--- src/hw/scts_pkg.sv ---
/*
 * Shared constants of the scan trigger and sync control block: register
 * offsets, field positions, reset values and timing counts.
 * Assumes a 250 MHz block clock; counts are derived from it here.
 */
package scts_pkg;

    // ------------------------------------------------------------
    // Register offsets (byte addresses, one word each)
    // ------------------------------------------------------------
    localparam logic [7:0] SCTS_CTRL_OFFSET   = 8'h00;  // Mode and option bits
    localparam logic [7:0] SCTS_CMD_OFFSET    = 8'h04;  // Remote commands, write only
    localparam logic [7:0] SCTS_STATUS_OFFSET = 8'h08;  // Live state, read only

    // ------------------------------------------------------------
    // Control register fields
    // ------------------------------------------------------------
    localparam int SCTS_CTRL_EXT_BIT    = 0;  // External trigger mode
    localparam int SCTS_CTRL_RISING_BIT = 1;  // Trigger polarity, 1 = rising
    localparam int SCTS_CTRL_OPEN_BIT   = 2;  // Open-circuit end condition
    localparam int SCTS_CTRL_CONT_BIT   = 3;  // Continuous scanning
    localparam int SCTS_CTRL_LIN_BIT    = 4;  // Linear sweep (else cyclic sweep)
    localparam int SCTS_CTRL_WIDTH      = 5;
    localparam logic [4:0] SCTS_CTRL_RESET = 5'h00;

    // ------------------------------------------------------------
    // Command register fields
    // ------------------------------------------------------------
    localparam int SCTS_CMD_ARM_BIT    = 0;  // Remote arming command
    localparam int SCTS_CMD_DISARM_BIT = 1;  // Reset-external-trigger form

    // ------------------------------------------------------------
    // Status register fields
    // ------------------------------------------------------------
    localparam int SCTS_STAT_ARMED_BIT = 0;
    localparam int SCTS_STAT_RUN_BIT   = 1;
    localparam int SCTS_STAT_SSYNC_BIT = 2;
    localparam int SCTS_STAT_ISYNC_BIT = 3;
    localparam int SCTS_STAT_TRIG_BIT  = 4;

    // ------------------------------------------------------------
    // Timing
    // ------------------------------------------------------------
    localparam int SCTS_CLK_PERIOD_PS   = 4000;      // 250 MHz
    localparam int SCTS_SYNC_PULSE_NS   = 10000;     // Scan sync low time, 10 us
    localparam int SCTS_TRIG_LATENCY_NS = 1000;      // Edge to scan start, 1 us max
    localparam int SCTS_SYNC_PULSE_CYCLES =
        (SCTS_SYNC_PULSE_NS * 1000 + SCTS_CLK_PERIOD_PS - 1) / SCTS_CLK_PERIOD_PS;
    localparam int SCTS_TRIG_LATENCY_CYCLES =
        (SCTS_TRIG_LATENCY_NS * 1000) / SCTS_CLK_PERIOD_PS;
    localparam int SCTS_PULSE_CNT_WIDTH = 12;        // Holds 2500

endpackage

--- src/hw/scts_top.sv ---
/*
 * Rear-panel trigger and sync control: arming, external scan trigger,
 * scan sync pulse, interruption sync level and the shared sample strobe,
 * with an AHB-Lite register slave.
 * Assumes the scan engine and interruption sequencer run on hclk and
 * give single-cycle event pulses; keys and trigger are asynchronous pins.
 */
// Summary of operation
// - Interruption sync low across each interruption
// - Armed trigger edge starts scan within 1us
// - Trigger edges ignored unless armed first
// - Stop key or disarm command cancels arming
// - Launch key in external mode arms device
// - Open-circuit end refused in external mode
// - External linear sweep returns to initial level
// - Scan sync low before scan and repeats
// - Scan sync pulse lasts ten microseconds
// - One common strobe for all three converters
module scts_top
    import scts_pkg::*;
(
    input  wire logic        hclk,                  // 250 MHz reference clock
    input  wire logic        hresetn,               // Async reset, low
    input  wire logic        ce,                    // Clock enable
    // AHB-Lite slave
    input  wire logic        hsel,
    input  wire logic [31:0] haddr,
    input  wire logic [1:0]  htrans,
    input  wire logic        hwrite,
    input  wire logic [2:0]  hsize,
    input  wire logic [31:0] hwdata,
    input  wire logic        hready,
    output logic             hreadyout,
    output logic             hresp,
    output logic [31:0]      hrdata,
    // Pins
    input  wire logic        launch_key_n,          // Front-panel launch key, low when pressed
    input  wire logic        stop_key_n,            // Front-panel stop key, low when pressed
    input  wire logic        scan_trigger_in,       // Rear-panel trigger
    // Internal events on hclk
    input  wire logic        scan_repeat,           // Scan engine begins a repetition
    input  wire logic        scan_done,             // Scan engine finished
    input  wire logic        interrupt_begin,       // Interruption about to begin
    input  wire logic        interrupt_end,         // Interruption finished
    input  wire logic        final_hold_done,       // Last hold period elapsed
    input  wire logic        sample_request,        // Converter sample tick
    // Outputs
    output logic             scan_start,            // One-cycle start to scan engine
    output logic             return_to_initial,     // One-cycle level-restore request
    output logic             scan_sync_n,           // Scan sync pin, low pulse
    output logic             interruption_sync_out, // Interruption sync pin, low level
    output logic             adc_sample_strobe      // Shared converter strobe
);

    // ------------------------------------------------------------
    // Scan control states
    // ------------------------------------------------------------
    typedef enum logic [2:0] {
        SCTS_IDLE  = 3'b001,
        SCTS_ARMED = 3'b010,
        SCTS_SCAN  = 3'b100
    } scts_state_type;

    scts_state_type             state_reg;          // Control state
    scts_state_type             state_next;
    logic [SCTS_CTRL_WIDTH-1:0] ctrl_reg;           // Control register
    logic [SCTS_CTRL_WIDTH-1:0] ctrl_next;
    logic                       wr_pend_reg;        // Write data phase pending
    logic                       wr_pend_next;
    logic [7:0]                 wr_addr_reg;        // Latched write offset
    logic [7:0]                 wr_addr_next;
    logic [31:0]                rdata_reg;          // Read data
    logic [31:0]                rdata_next;
    logic [2:0]                 pins_sync;          // Synchronised trigger, stop, launch
    logic                       trig_prev_reg;      // Previous trigger level
    logic                       trig_prev_next;
    logic                       stop_prev_reg;      // Previous stop key level
    logic                       stop_prev_next;
    logic                       launch_prev_reg;    // Previous launch key level
    logic                       launch_prev_next;
    logic                       start_reg;          // Scan start pulse
    logic                       start_next;
    logic                       restore_reg;        // Return-to-initial pulse
    logic                       restore_next;
    logic                       isync_reg;          // Interruption sync level
    logic                       isync_next;
    logic                       strobe_reg;         // Converter strobe
    logic                       strobe_next;
    logic                       sync_fire;          // Starts a scan sync pulse
    logic                       trig_level;
    logic                       trig_edge;
    logic                       stop_press;
    logic                       launch_press;
    logic                       addr_valid;
    logic                       cmd_wr;
    logic                       cmd_arm;
    logic                       cmd_disarm;
    logic                       ext_mode;

    // ------------------------------------------------------------
    // Pin synchronisers
    // ------------------------------------------------------------
    // Keys are active low; idle level flips them to active high
    scts_sync2 #(
        .WIDTH      (3)
    ) u_sync (
        .hclk       (hclk),
        .hresetn    (hresetn),
        .ce         (ce),
        .async_in   ({scan_trigger_in, stop_key_n, launch_key_n}),
        .idle_level (3'h3),
        .sync_out   (pins_sync)
    );

    assign trig_level = pins_sync[2];
    assign ext_mode   = ctrl_reg[SCTS_CTRL_EXT_BIT];

    // ------------------------------------------------------------
    // Edge detection
    // ------------------------------------------------------------
    always_comb begin
        trig_prev_next   = trig_prev_reg;
        stop_prev_next   = stop_prev_reg;
        launch_prev_next = launch_prev_reg;
        if (ce) begin
            trig_prev_next   = trig_level;
            stop_prev_next   = pins_sync[1];
            launch_prev_next = pins_sync[0];
        end
    end

    always_ff @(posedge hclk or negedge hresetn) begin
        if (!hresetn) begin
            trig_prev_reg   <= 1'b0;
            stop_prev_reg   <= 1'b1;
            launch_prev_reg <= 1'b1;
        end else begin
            trig_prev_reg   <= trig_prev_next;
            stop_prev_reg   <= stop_prev_next;
            launch_prev_reg <= launch_prev_next;
        end
    end

    // Polarity chooses which transition counts
    assign trig_edge    = ce & (ctrl_reg[SCTS_CTRL_RISING_BIT] ? (trig_level & ~trig_prev_reg)
                                                               : (~trig_level & trig_prev_reg));
    assign stop_press   = ce & pins_sync[1] & ~stop_prev_reg;
    assign launch_press = ce & pins_sync[0] & ~launch_prev_reg;

    // ------------------------------------------------------------
    // AHB-Lite slave, zero wait states
    // ------------------------------------------------------------
    assign addr_valid = hsel & htrans[1] & hready;
    assign cmd_wr     = ce & wr_pend_reg & (wr_addr_reg == SCTS_CMD_OFFSET);
    assign cmd_arm    = cmd_wr & hwdata[SCTS_CMD_ARM_BIT];
    assign cmd_disarm = cmd_wr & hwdata[SCTS_CMD_DISARM_BIT];

    always_comb begin
        wr_pend_next = wr_pend_reg;
        wr_addr_next = wr_addr_reg;
        rdata_next   = rdata_reg;
        ctrl_next    = ctrl_reg;
        if (ce) begin
            wr_pend_next = addr_valid & hwrite;
            wr_addr_next = haddr[7:0];
            // Control write in its data phase
            if (wr_pend_reg && wr_addr_reg == SCTS_CTRL_OFFSET) begin
                ctrl_next = hwdata[SCTS_CTRL_WIDTH-1:0];
                // Open-circuit end forced off in external mode
                if (hwdata[SCTS_CTRL_EXT_BIT]) begin
                    ctrl_next[SCTS_CTRL_OPEN_BIT] = 1'b0;
                end
            end
            // Read data captured at the address phase
            if (addr_valid && !hwrite) begin
                unique case (haddr[7:0])
                    SCTS_CTRL_OFFSET: begin
                        rdata_next = {27'h0, ctrl_reg};
                    end
                    SCTS_STATUS_OFFSET: begin
                        rdata_next = 32'h0;
                        rdata_next[SCTS_STAT_ARMED_BIT] = (state_reg == SCTS_ARMED);
                        rdata_next[SCTS_STAT_RUN_BIT]   = (state_reg == SCTS_SCAN);
                        rdata_next[SCTS_STAT_SSYNC_BIT] = scan_sync_n;
                        rdata_next[SCTS_STAT_ISYNC_BIT] = isync_reg;
                        rdata_next[SCTS_STAT_TRIG_BIT]  = trig_level;
                    end
                    default: begin
                        // Command register and unmapped offsets read zero
                        rdata_next = 32'h0;
                    end
                endcase
            end
        end
    end

    always_ff @(posedge hclk or negedge hresetn) begin
        if (!hresetn) begin
            wr_pend_reg <= 1'b0;
            wr_addr_reg <= 8'h00;
            rdata_reg   <= 32'h0;
            ctrl_reg    <= SCTS_CTRL_RESET;
        end else begin
            wr_pend_reg <= wr_pend_next;
            wr_addr_reg <= wr_addr_next;
            rdata_reg   <= rdata_next;
            ctrl_reg    <= ctrl_next;
        end
    end

    // Never stalls, always OKAY; transfers made while ce is low are lost
    assign hreadyout = 1'b1;
    assign hresp     = 1'b0;
    assign hrdata    = rdata_reg;

    // ------------------------------------------------------------
    // Arming and scan control
    // ------------------------------------------------------------
    always_comb begin
        state_next   = state_reg;
        start_next   = 1'b0;
        restore_next = 1'b0;
        sync_fire    = 1'b0;
        if (ce) begin
            unique case (state_reg)
                SCTS_IDLE: begin
                    if (launch_press && !ext_mode) begin
                        // Manual mode: launch starts at once
                        state_next = SCTS_SCAN;
                        start_next = 1'b1;
                    end else if (ext_mode && (launch_press || cmd_arm)) begin
                        state_next = SCTS_ARMED;
                    end
                    // Trigger edges fall through unused here
                end
                SCTS_ARMED: begin
                    if (stop_press || cmd_disarm || !ext_mode) begin
                        state_next = SCTS_IDLE;
                    end else if (trig_edge) begin
                        // Start one cycle after the synchronised edge
                        state_next = SCTS_SCAN;   // Arming consumed
                        start_next = 1'b1;
                    end
                end
                SCTS_SCAN: begin
                    if (stop_press || scan_done) begin
                        state_next = SCTS_IDLE;
                    end
                    // Level restore instead of open circuit
                    if (final_hold_done && ext_mode && ctrl_reg[SCTS_CTRL_LIN_BIT]) begin
                        restore_next = 1'b1;
                    end
                    if (scan_repeat && ctrl_reg[SCTS_CTRL_CONT_BIT] && !stop_press) begin
                        sync_fire = 1'b1;
                    end
                end
            endcase
            if (start_next) begin
                sync_fire = 1'b1;
            end
        end
    end

    always_ff @(posedge hclk or negedge hresetn) begin
        if (!hresetn) begin
            state_reg   <= SCTS_IDLE;
            start_reg   <= 1'b0;
            restore_reg <= 1'b0;
        end else begin
            state_reg   <= state_next;
            start_reg   <= start_next;
            restore_reg <= restore_next;
        end
    end

    assign scan_start        = start_reg;
    assign return_to_initial = restore_reg;

    // ------------------------------------------------------------
    // Scan sync pulse
    // ------------------------------------------------------------
    // Width is counted in reference cycles, so it tracks an external lock;
    // retriggers faster than the width merge into one long low
    scts_pulse_timer #(
        .CNT_WIDTH (SCTS_PULSE_CNT_WIDTH),
        .CYCLES    (SCTS_PULSE_CNT_WIDTH'(SCTS_SYNC_PULSE_CYCLES))
    ) u_sync_pulse (
        .hclk      (hclk),
        .hresetn   (hresetn),
        .ce        (ce),
        .fire      (sync_fire),
        .pulse_n   (scan_sync_n)
    );

    // ------------------------------------------------------------
    // Interruption sync and sample strobe
    // ------------------------------------------------------------
    always_comb begin
        isync_next  = isync_reg;
        strobe_next = strobe_reg;
        if (ce) begin
            // Begin wins if both land together: the new interval goes low
            if (interrupt_begin) begin
                isync_next = 1'b0;
            end else if (interrupt_end) begin
                isync_next = 1'b1;
            end
            // One flop feeds all three converters, so no skew between them
            strobe_next = sample_request;
        end
    end

    always_ff @(posedge hclk or negedge hresetn) begin
        if (!hresetn) begin
            isync_reg  <= 1'b1;
            strobe_reg <= 1'b0;
        end else begin
            isync_reg  <= isync_next;
            strobe_reg <= strobe_next;
        end
    end

    assign interruption_sync_out = isync_reg;
    assign adc_sample_strobe     = strobe_reg;

endmodule

--- src/hw/scts_sync2.sv ---
/*
 * Two-flop synchroniser for a vector of unrelated level inputs.
 * Assumes each bit is a slow level from a pin; no bus coherency implied.
 */
module scts_sync2
    import scts_pkg::*;
#(
    parameter int WIDTH = 3
) (
    input  wire logic             hclk,
    input  wire logic             hresetn,
    input  wire logic             ce,
    input  wire logic [WIDTH-1:0] async_in,
    input  wire logic [WIDTH-1:0] idle_level,
    output logic      [WIDTH-1:0] sync_out
);

    logic [WIDTH-1:0] stage1_reg;  // Metastability catcher, read only by stage 2
    logic [WIDTH-1:0] stage2_reg;  // Safe copy
    logic [WIDTH-1:0] stage1_next;
    logic [WIDTH-1:0] stage2_next;

    // ------------------------------------------------------------
    // Next values
    // ------------------------------------------------------------
    always_comb begin
        stage1_next = stage1_reg;
        stage2_next = stage2_reg;
        if (ce) begin
            stage1_next = async_in;
            stage2_next = stage1_reg;
        end
    end

    // Reset to zero; idle level is applied after the second stage
    always_ff @(posedge hclk or negedge hresetn) begin
        if (!hresetn) begin
            stage1_reg <= '0;
            stage2_reg <= '0;
        end else begin
            stage1_reg <= stage1_next;
            stage2_reg <= stage2_next;
        end
    end

    // Active-low keys read 1 when pressed and just after reset; edge logic must match
    assign sync_out = stage2_reg ^ idle_level;

endmodule

--- src/hw/scts_pulse_timer.sv ---
/*
 * Retriggerable low-going pulse of a fixed number of clock cycles.
 * Assumes the block clock is the instrument reference clock.
 */
module scts_pulse_timer
    import scts_pkg::*;
#(
    parameter int                             CNT_WIDTH = SCTS_PULSE_CNT_WIDTH,
    parameter logic [SCTS_PULSE_CNT_WIDTH-1:0] CYCLES   = SCTS_PULSE_CNT_WIDTH'(SCTS_SYNC_PULSE_CYCLES)
) (
    input  wire logic hclk,
    input  wire logic hresetn,
    input  wire logic ce,
    input  wire logic fire,
    output logic      pulse_n
);

    logic [CNT_WIDTH-1:0] count_reg;   // Cycles left low
    logic [CNT_WIDTH-1:0] count_next;
    logic                 pulse_n_reg; // Output level, idle high
    logic                 pulse_n_next;

    // ------------------------------------------------------------
    // Countdown; a new fire restarts the full width
    // ------------------------------------------------------------
    always_comb begin
        count_next   = count_reg;
        pulse_n_next = pulse_n_reg;
        if (ce) begin
            if (fire) begin
                count_next   = CNT_WIDTH'(CYCLES - 1'b1);
                pulse_n_next = 1'b0;
            end else if (count_reg != '0) begin
                count_next = CNT_WIDTH'(count_reg - 1'b1);
            end else begin
                pulse_n_next = 1'b1;
            end
        end
    end

    always_ff @(posedge hclk or negedge hresetn) begin
        if (!hresetn) begin
            count_reg   <= '0;
            pulse_n_reg <= 1'b1;
        end else begin
            count_reg   <= count_next;
            pulse_n_reg <= pulse_n_next;
        end
    end

    assign pulse_n = pulse_n_reg;

endmodule

--- config.mk ---
export PLATFORM = sky130hd
export DESIGN_NAME = scts_top
export DESIGN_NICKNAME = d
export VERILOG_FILES = /design/src/hw/scts_pkg.sv /design/src/hw/scts_top.sv /design/src/hw/scts_sync2.sv /design/src/hw/scts_pulse_timer.sv
export SDC_FILE = /design/constraint.sdc
export NUM_CORES = 1
export LEC_CHECK = 0
export ABC_AREA = 0
export BUFFER_PORTS_ARGS = -buffer_cell sky130_fd_sc_hd__buf_2
export CAP_MARGIN = 10
export CORE_ASPECT_RATIO = 0.8
export CORE_UTILIZATION = 40
export CTS_CLUSTER_DIAMETER = 50
export CTS_CLUSTER_SIZE = 28
export DETAILED_ROUTE_END_ITERATION = 8
export PLACE_DENSITY = 0.71
export SLEW_MARGIN = 15
export SYNTH_ARGS = -nofsm -noshare
export SYNTH_HDL_FRONTEND = slang
export SYNTH_SLANG_ARGS = --single-unit
--- constraint.sdc ---
create_clock -name hclk -period 5 [get_ports hclk]
set_clock_uncertainty 0.15 [all_clocks]
set_input_delay 1 -clock hclk [delete_from_list [all_inputs] [get_ports hclk]]
set_output_delay 1 -clock hclk [all_outputs]
set_load 0.01 [all_outputs]
After elaboration in Yosys (flattened, before gate mapping):

Cells that the tools add are included.
Widths: inputs -> output; s select.

* $add $sub $neg: 1
* eq/ne operators: 9
* multiplexer cells: 28
* bitwise logic cells: 19
* reduce and logical (&&, ||, !) cells: 26

Operator list (number)
* $mux 12: 2
* $mux 1: 18
* $logic_not 8->1: 2
* $mux 3: 5
* $and 1x1->1: 14
* $reduce_bool 12->1: 1
* $sub 12x1->12 const B: 1
* $pmux 5 s2: 1
* $reduce_and 2->1: 5
* $pmux 3 s3: 1
* $eq 8x3->1 const B: 1
* $eq 8x4->1 const B: 1
* $logic_and 1x1->1: 8
* $logic_or 1x1->1: 4
* $not 1->1: 4
* $reduce_and 4->1: 1
* $reduce_bool 2->1: 2
* $eq 3x1->1 const B: 1
* $eq 3x2->1 const B: 1
* $eq 3x3->1 const B: 1
* $logic_not 1->1: 3
* $ne 3x2->1 const B: 1
* $ne 3x3->1 const B: 1
* $ne 2x1->1 const B: 1
* other kinds (3): 3

* bits in registers: 75
* bits of input ports: 84
* output and inout bits: 39

Longest topological paths before layout:

* depth in word-level cells: 12
* mapped depth: 6
* gate-level depth less buffers: 6

Cells and area by module:

Synthesis repeated with hierarchy kept, for this count alone.

* cell total of the unflattened synthesis: 241
* area, all modules: 2622.5 µm²

Modules (own cells, without submodules)
* scts_top: instances 1, cells an instance 149, area each 1595.3 µm², sequential area each 730.7 µm²
* scts_pulse_timer: instances 1, cells an instance 76, area each 749.5 µm², sequential area each 326.6 µm²
* scts_sync2: instances 1, cells an instance 16, area each 277.8 µm², sequential area each 150.1 µm²

Worst setup path before layout:

No wires, ideal clock.

* path type: input to register
* from: input port ce
* to: register u_sync_pulse.count_reg[11]
* library setup time: 0.121 ns
* arrival time: 2.373 ns
* data required time: 4.729 ns
* setup slack: 2.356 ns
* stages: 5
* path buffers: 0
* cell sequence: or3b_2 a2111oi_0 nand2_1 xor2_1 nand2b_1

* cells in the longest elaborated chain, start to end: 12

RTL lines
* start: declaration: line scts_top.sv:24 `input wire logic ce,`
* $and 1x1->1 (2 in a row): line scts_top.sv:154 `assign cmd_wr = ce & wr_pend_reg & (wr_addr_reg == SCTS_CMD_OFFSET);`
* $and 1x1->1: line scts_top.sv:156 `assign cmd_disarm = cmd_wr & hwdata[SCTS_CMD_DISARM_BIT];`
* $logic_or 1x1->1 (2 in a row): line scts_top.sv:237 `if (stop_press || cmd_disarm || !ext_mode) begin`
* $mux 1: line scts_top.sv:237
* $pmux 1 s2: line scts_top.sv:225 `unique case (state_reg)`
* $mux 1: line scts_top.sv:224 `if (ce) begin`
* $mux 1: line scts_top.sv:258 `if (start_next) begin`
* $mux 1: line scts_top.sv:224
* $reduce_bool 2->1 (no line)
* $reduce_and 2->1 (no line)
* end signal: assignment: line scts_pulse_timer.sv:46 `count_reg <= count_next;`
* end: declaration: line scts_pulse_timer.sv:18 `logic [CNT_WIDTH-1:0] count_reg;`

Parallel ways exist; a longest one is shown, timed or not. The select of a mux whose other input is x is not followed.
A chain may end at the register's enable or synchronous reset.

Final worst setup path:

Same ends and word-level chain as after synthesis.

==> summary.md <==
| Metric | Value |
|---|---|
| Main synth FF type | dfrtp_1 |
| Flops & latches, synth | 48 |
| GR Layer Usage met1 | 21.65% |
| DP Worst Slack | 1.635 ns |
| First-pass GRT wire length | 7728 um |
| CP max stage delay | 0.65 ns |
| Post-synth cell types | 46 |
| MaxCap Viol Count | 0 |
| CTS Root Cell | clkbuf_8 |
| Most frequent cells in the layout | 43 x dfrtp_1, 38 x buf_2, 29 x conb_1 |
| Sequential-to-total area share from yosys stat | 48.49% |
| DIE AREA | 0.006546 mm^2 |
| Post-route ant nets | 0 |
| Starting density of the core | 41.89% |
| Rel. slew slack | 29.09% |
| Unrepaired setup endpoints after global routing | no |
| Core area | 0.005943 mm^2 |
| Cell Chain, Critical Path | buf_2, or3b_2, a2111oi_0, nand2_1, xor2_1, nand2b_1 |
| Final Cycle Share | 61.68% |
| Commonest non-fill, non-tap cell in the layout | dfrtp_1 |
| DP HPWL | 3268 um |
| Cells on worst reg2reg path | 5 |
| Final setup viols | 0 |
| Leakage | 1.273 nW |
| Worst-path fanout max | 32 |
| Worst path arrival time | 3.12 ns |
| R2R Setup Slk | 2.60 ns |
| Worst-path clk slew | 0.09 ns |
| Vias | 1718 |
| Syn-to-layout area delta | 9.096% |
| GP Congestion | 0.7625 |
| Min Tclk post-route | 3.084 ns |
| Total CTS buffers | 5 |
| HP Start | hrdata[3] |
| Vias in the first global route | 1662 |
| Core Util, Final | 45.71% |
| Reg area | 0.001207 mm^2 |
| CP Capture Type | register |
| Initial antenna violation count | 0 |
| CP max stage cell | a2111oi_0 |
| Largest net degree at the start of global routing | 49 |
| Share of cells above drive strength 1 | 29.37% |
| Final #Nets | 353 |
| Filler Cells Inserted | 564 |
| Max FFs per register | 12 |
| Post-Syn Instances | 231 |
| Hold Slack | 0.3310 ns |
| Hold path depth | 2 |
| Syn Area/Cell | 10.78 um^2 |
| Row cnt | 25 |
| Synth area leader | dfrtp_1 |
| Top cells by area, synth | dfrtp_1 43%, mux2_2 10%, buf_4 8.7% |
| Post-synth EDFFs | 0 |
| CP delay by family, top | simple AND/OR/NAND/NOR gates |
| CP Launch Type | primary input |
| CTS tree | yes |
| Worst Path Buf+Inv | 1 |
| Mapped Area | 0.002490 mm^2 |
| Worst setup margin | 1.916 ns |
| Worst hold-check path type | register to register |
| Status | finished clean |
| Global router's overall resource usage | 14.86% |
| IO Port Bufs | 38 |
| Drt drc | 0 |
| Final hold violations | 0 |
| Required @ worst endpoint | 5.04 ns |
| # hold bufs at CTS | 0 |
| Yosys warns | 0 |
| Final slew viol count | 0 |
| Clock Sinks | 48 |
| Power Density | 386.0 mW/mm^2 |
| Busiest layer in global routing | met2 |
| # Post-CTS Setup Buffers | 0 |
| Met2 Use GR | 21.97% |
| Vias per cell | 4.909 |
| Async set-reset flop share out of synthesis | 100.0% |
| GR Util met3 | 2.935% |
| Yosys top cell area share | 43.22% |
| Multi-input gate area | 0.001110 mm^2 |
| Chip height | 72.57 um |
| IO Pins | 123 |
| Die X | 90.21 um |
| Initial DRC count | 128 |
| # placed instances | 342 |
| Worst Hold End | hrdata[3] |
| Drt pass-1 iters | 4 |
| Worst-Margin Slew | 1.064 ns |
| Max Fclk | 324.3 MHz |
| Max Root-Sink Buffers | 2 |
| Wire per inst | 13.04 um |
| # diodes | 0 |
| FF-to-FF End | state_reg[1] |
| Final wirelength | 4565 um |
| Reg-to-Reg Start | wr_addr_reg[5] |
| Maximum vdd ir drop | 0.1426 mV |
| Post-Layout Cell Count | 350 |
| H-tree levels | 2 |
| Clk_lat worst skew | 0.30 ns |
| Critical path class | primary input to register |
| Global route overflow | 0 |
| TNS Setup | 0 ns |
| Post-CTS sizing | 0 |
-- layer usage --
layer,up-vias,wire length [um]
li1,820,-
met1,834,2422
met2,59,1888
met3,5,198
met4,0,55
met5,-,0
-- cells by family (layout without fill, tap and decap cells) --
logic type / count (synthesis) / in the layout / share of synthesized area [%]
other: 2 / 29 / 0.3016
DFF: 48 / 48 / 48.49
buffers and inverters: 42 / 53 / 11.01
muxes: 29 / 29 / 12.81
and+or+nand+nor: 72 / 72 / 16.48
AOI/OAI and AO/OA: 30 / 30 / 7.940
xor gates and xnor gates: 7 / 7 / 2.462
adders and majority gates: 1 / 1 / 0.5024
-- tightest hold or removal path, delay by kind of cell, from the launching register on --
| kind | cells | cell delay (ns) |
|---|---|---|
| compound gates | 1 | 0.06 |
| flops | 1 | 0.35 |
| simple gates | 1 | 0.04 |
-- worst max-delay path by stage --
stage / from / end / depth (start not counted)
floorplan: ce / u_sync_pulse.count_reg[11] / 5
global placement: ce / u_sync_pulse.count_reg[11] / 6
detailed placement: ce / u_sync_pulse.count_reg[11] / 6
CTS: ce / u_sync_pulse.count_reg[11] / 6
global route: ce / u_sync_pulse.count_reg[11] / 6
finish: ce / u_sync_pulse.count_reg[11] / 6
-- through the flow --
stage	power, mW	cell area, um^2
after floorplan	0.7693	2591
after global placement	0.8165	2635
after detailed placement	0.8296	2635
after CTS	1.050	2716
after global routing	1.122	2716
final	1.049	2716
-- power breakdown --
part / internal (mW) / total, mW / switching, mW
clock network: 0.0984 / 0.222 / 0.123
registers: 0.478 / 0.560 / 0.0824
logic: 0.128 / 0.267 / 0.139
total: 0.704 / 1.05 / 0.345
-- layout make-up --
class                           count  share of cell area, %
Timing Repair Buffer               38                  7.001
Sequential cell                    48                  44.45
Clock buffer                        7                  2.810
Multi-Input combinational cell    168                  40.86
Tap cell                           81                  3.731
Clock inverter                      1                 0.1842
Inverter                            7                 0.9673
-- cell usage after synthesis (all sizes together), types with 2 or more instances --
| cell | count |
|---|---|
| dfrtp | 43 |
| buf | 32 |
| nand2 | 14 |
| nand3 | 5 |
| mux2i | 6 |
| nand3b | 2 |
| nor3 | 7 |
| or3 | 2 |
| a211o | 3 |
| nor2 | 16 |
| mux2 | 23 |
| or2 | 2 |
| xor2 | 4 |
| nor3b | 4 |
| and2 | 2 |
| a21oi | 5 |
| nand2b | 5 |
| dfstp | 5 |
| inv | 7 |
| clkbuf | 3 |
| o31ai | 2 |
| or4 | 2 |
| conb | 2 |
| xnor2 | 3 |
| o21ai | 12 |
| nor4 | 5 |
Note: power is estimated with default switching activity, not from simulation.
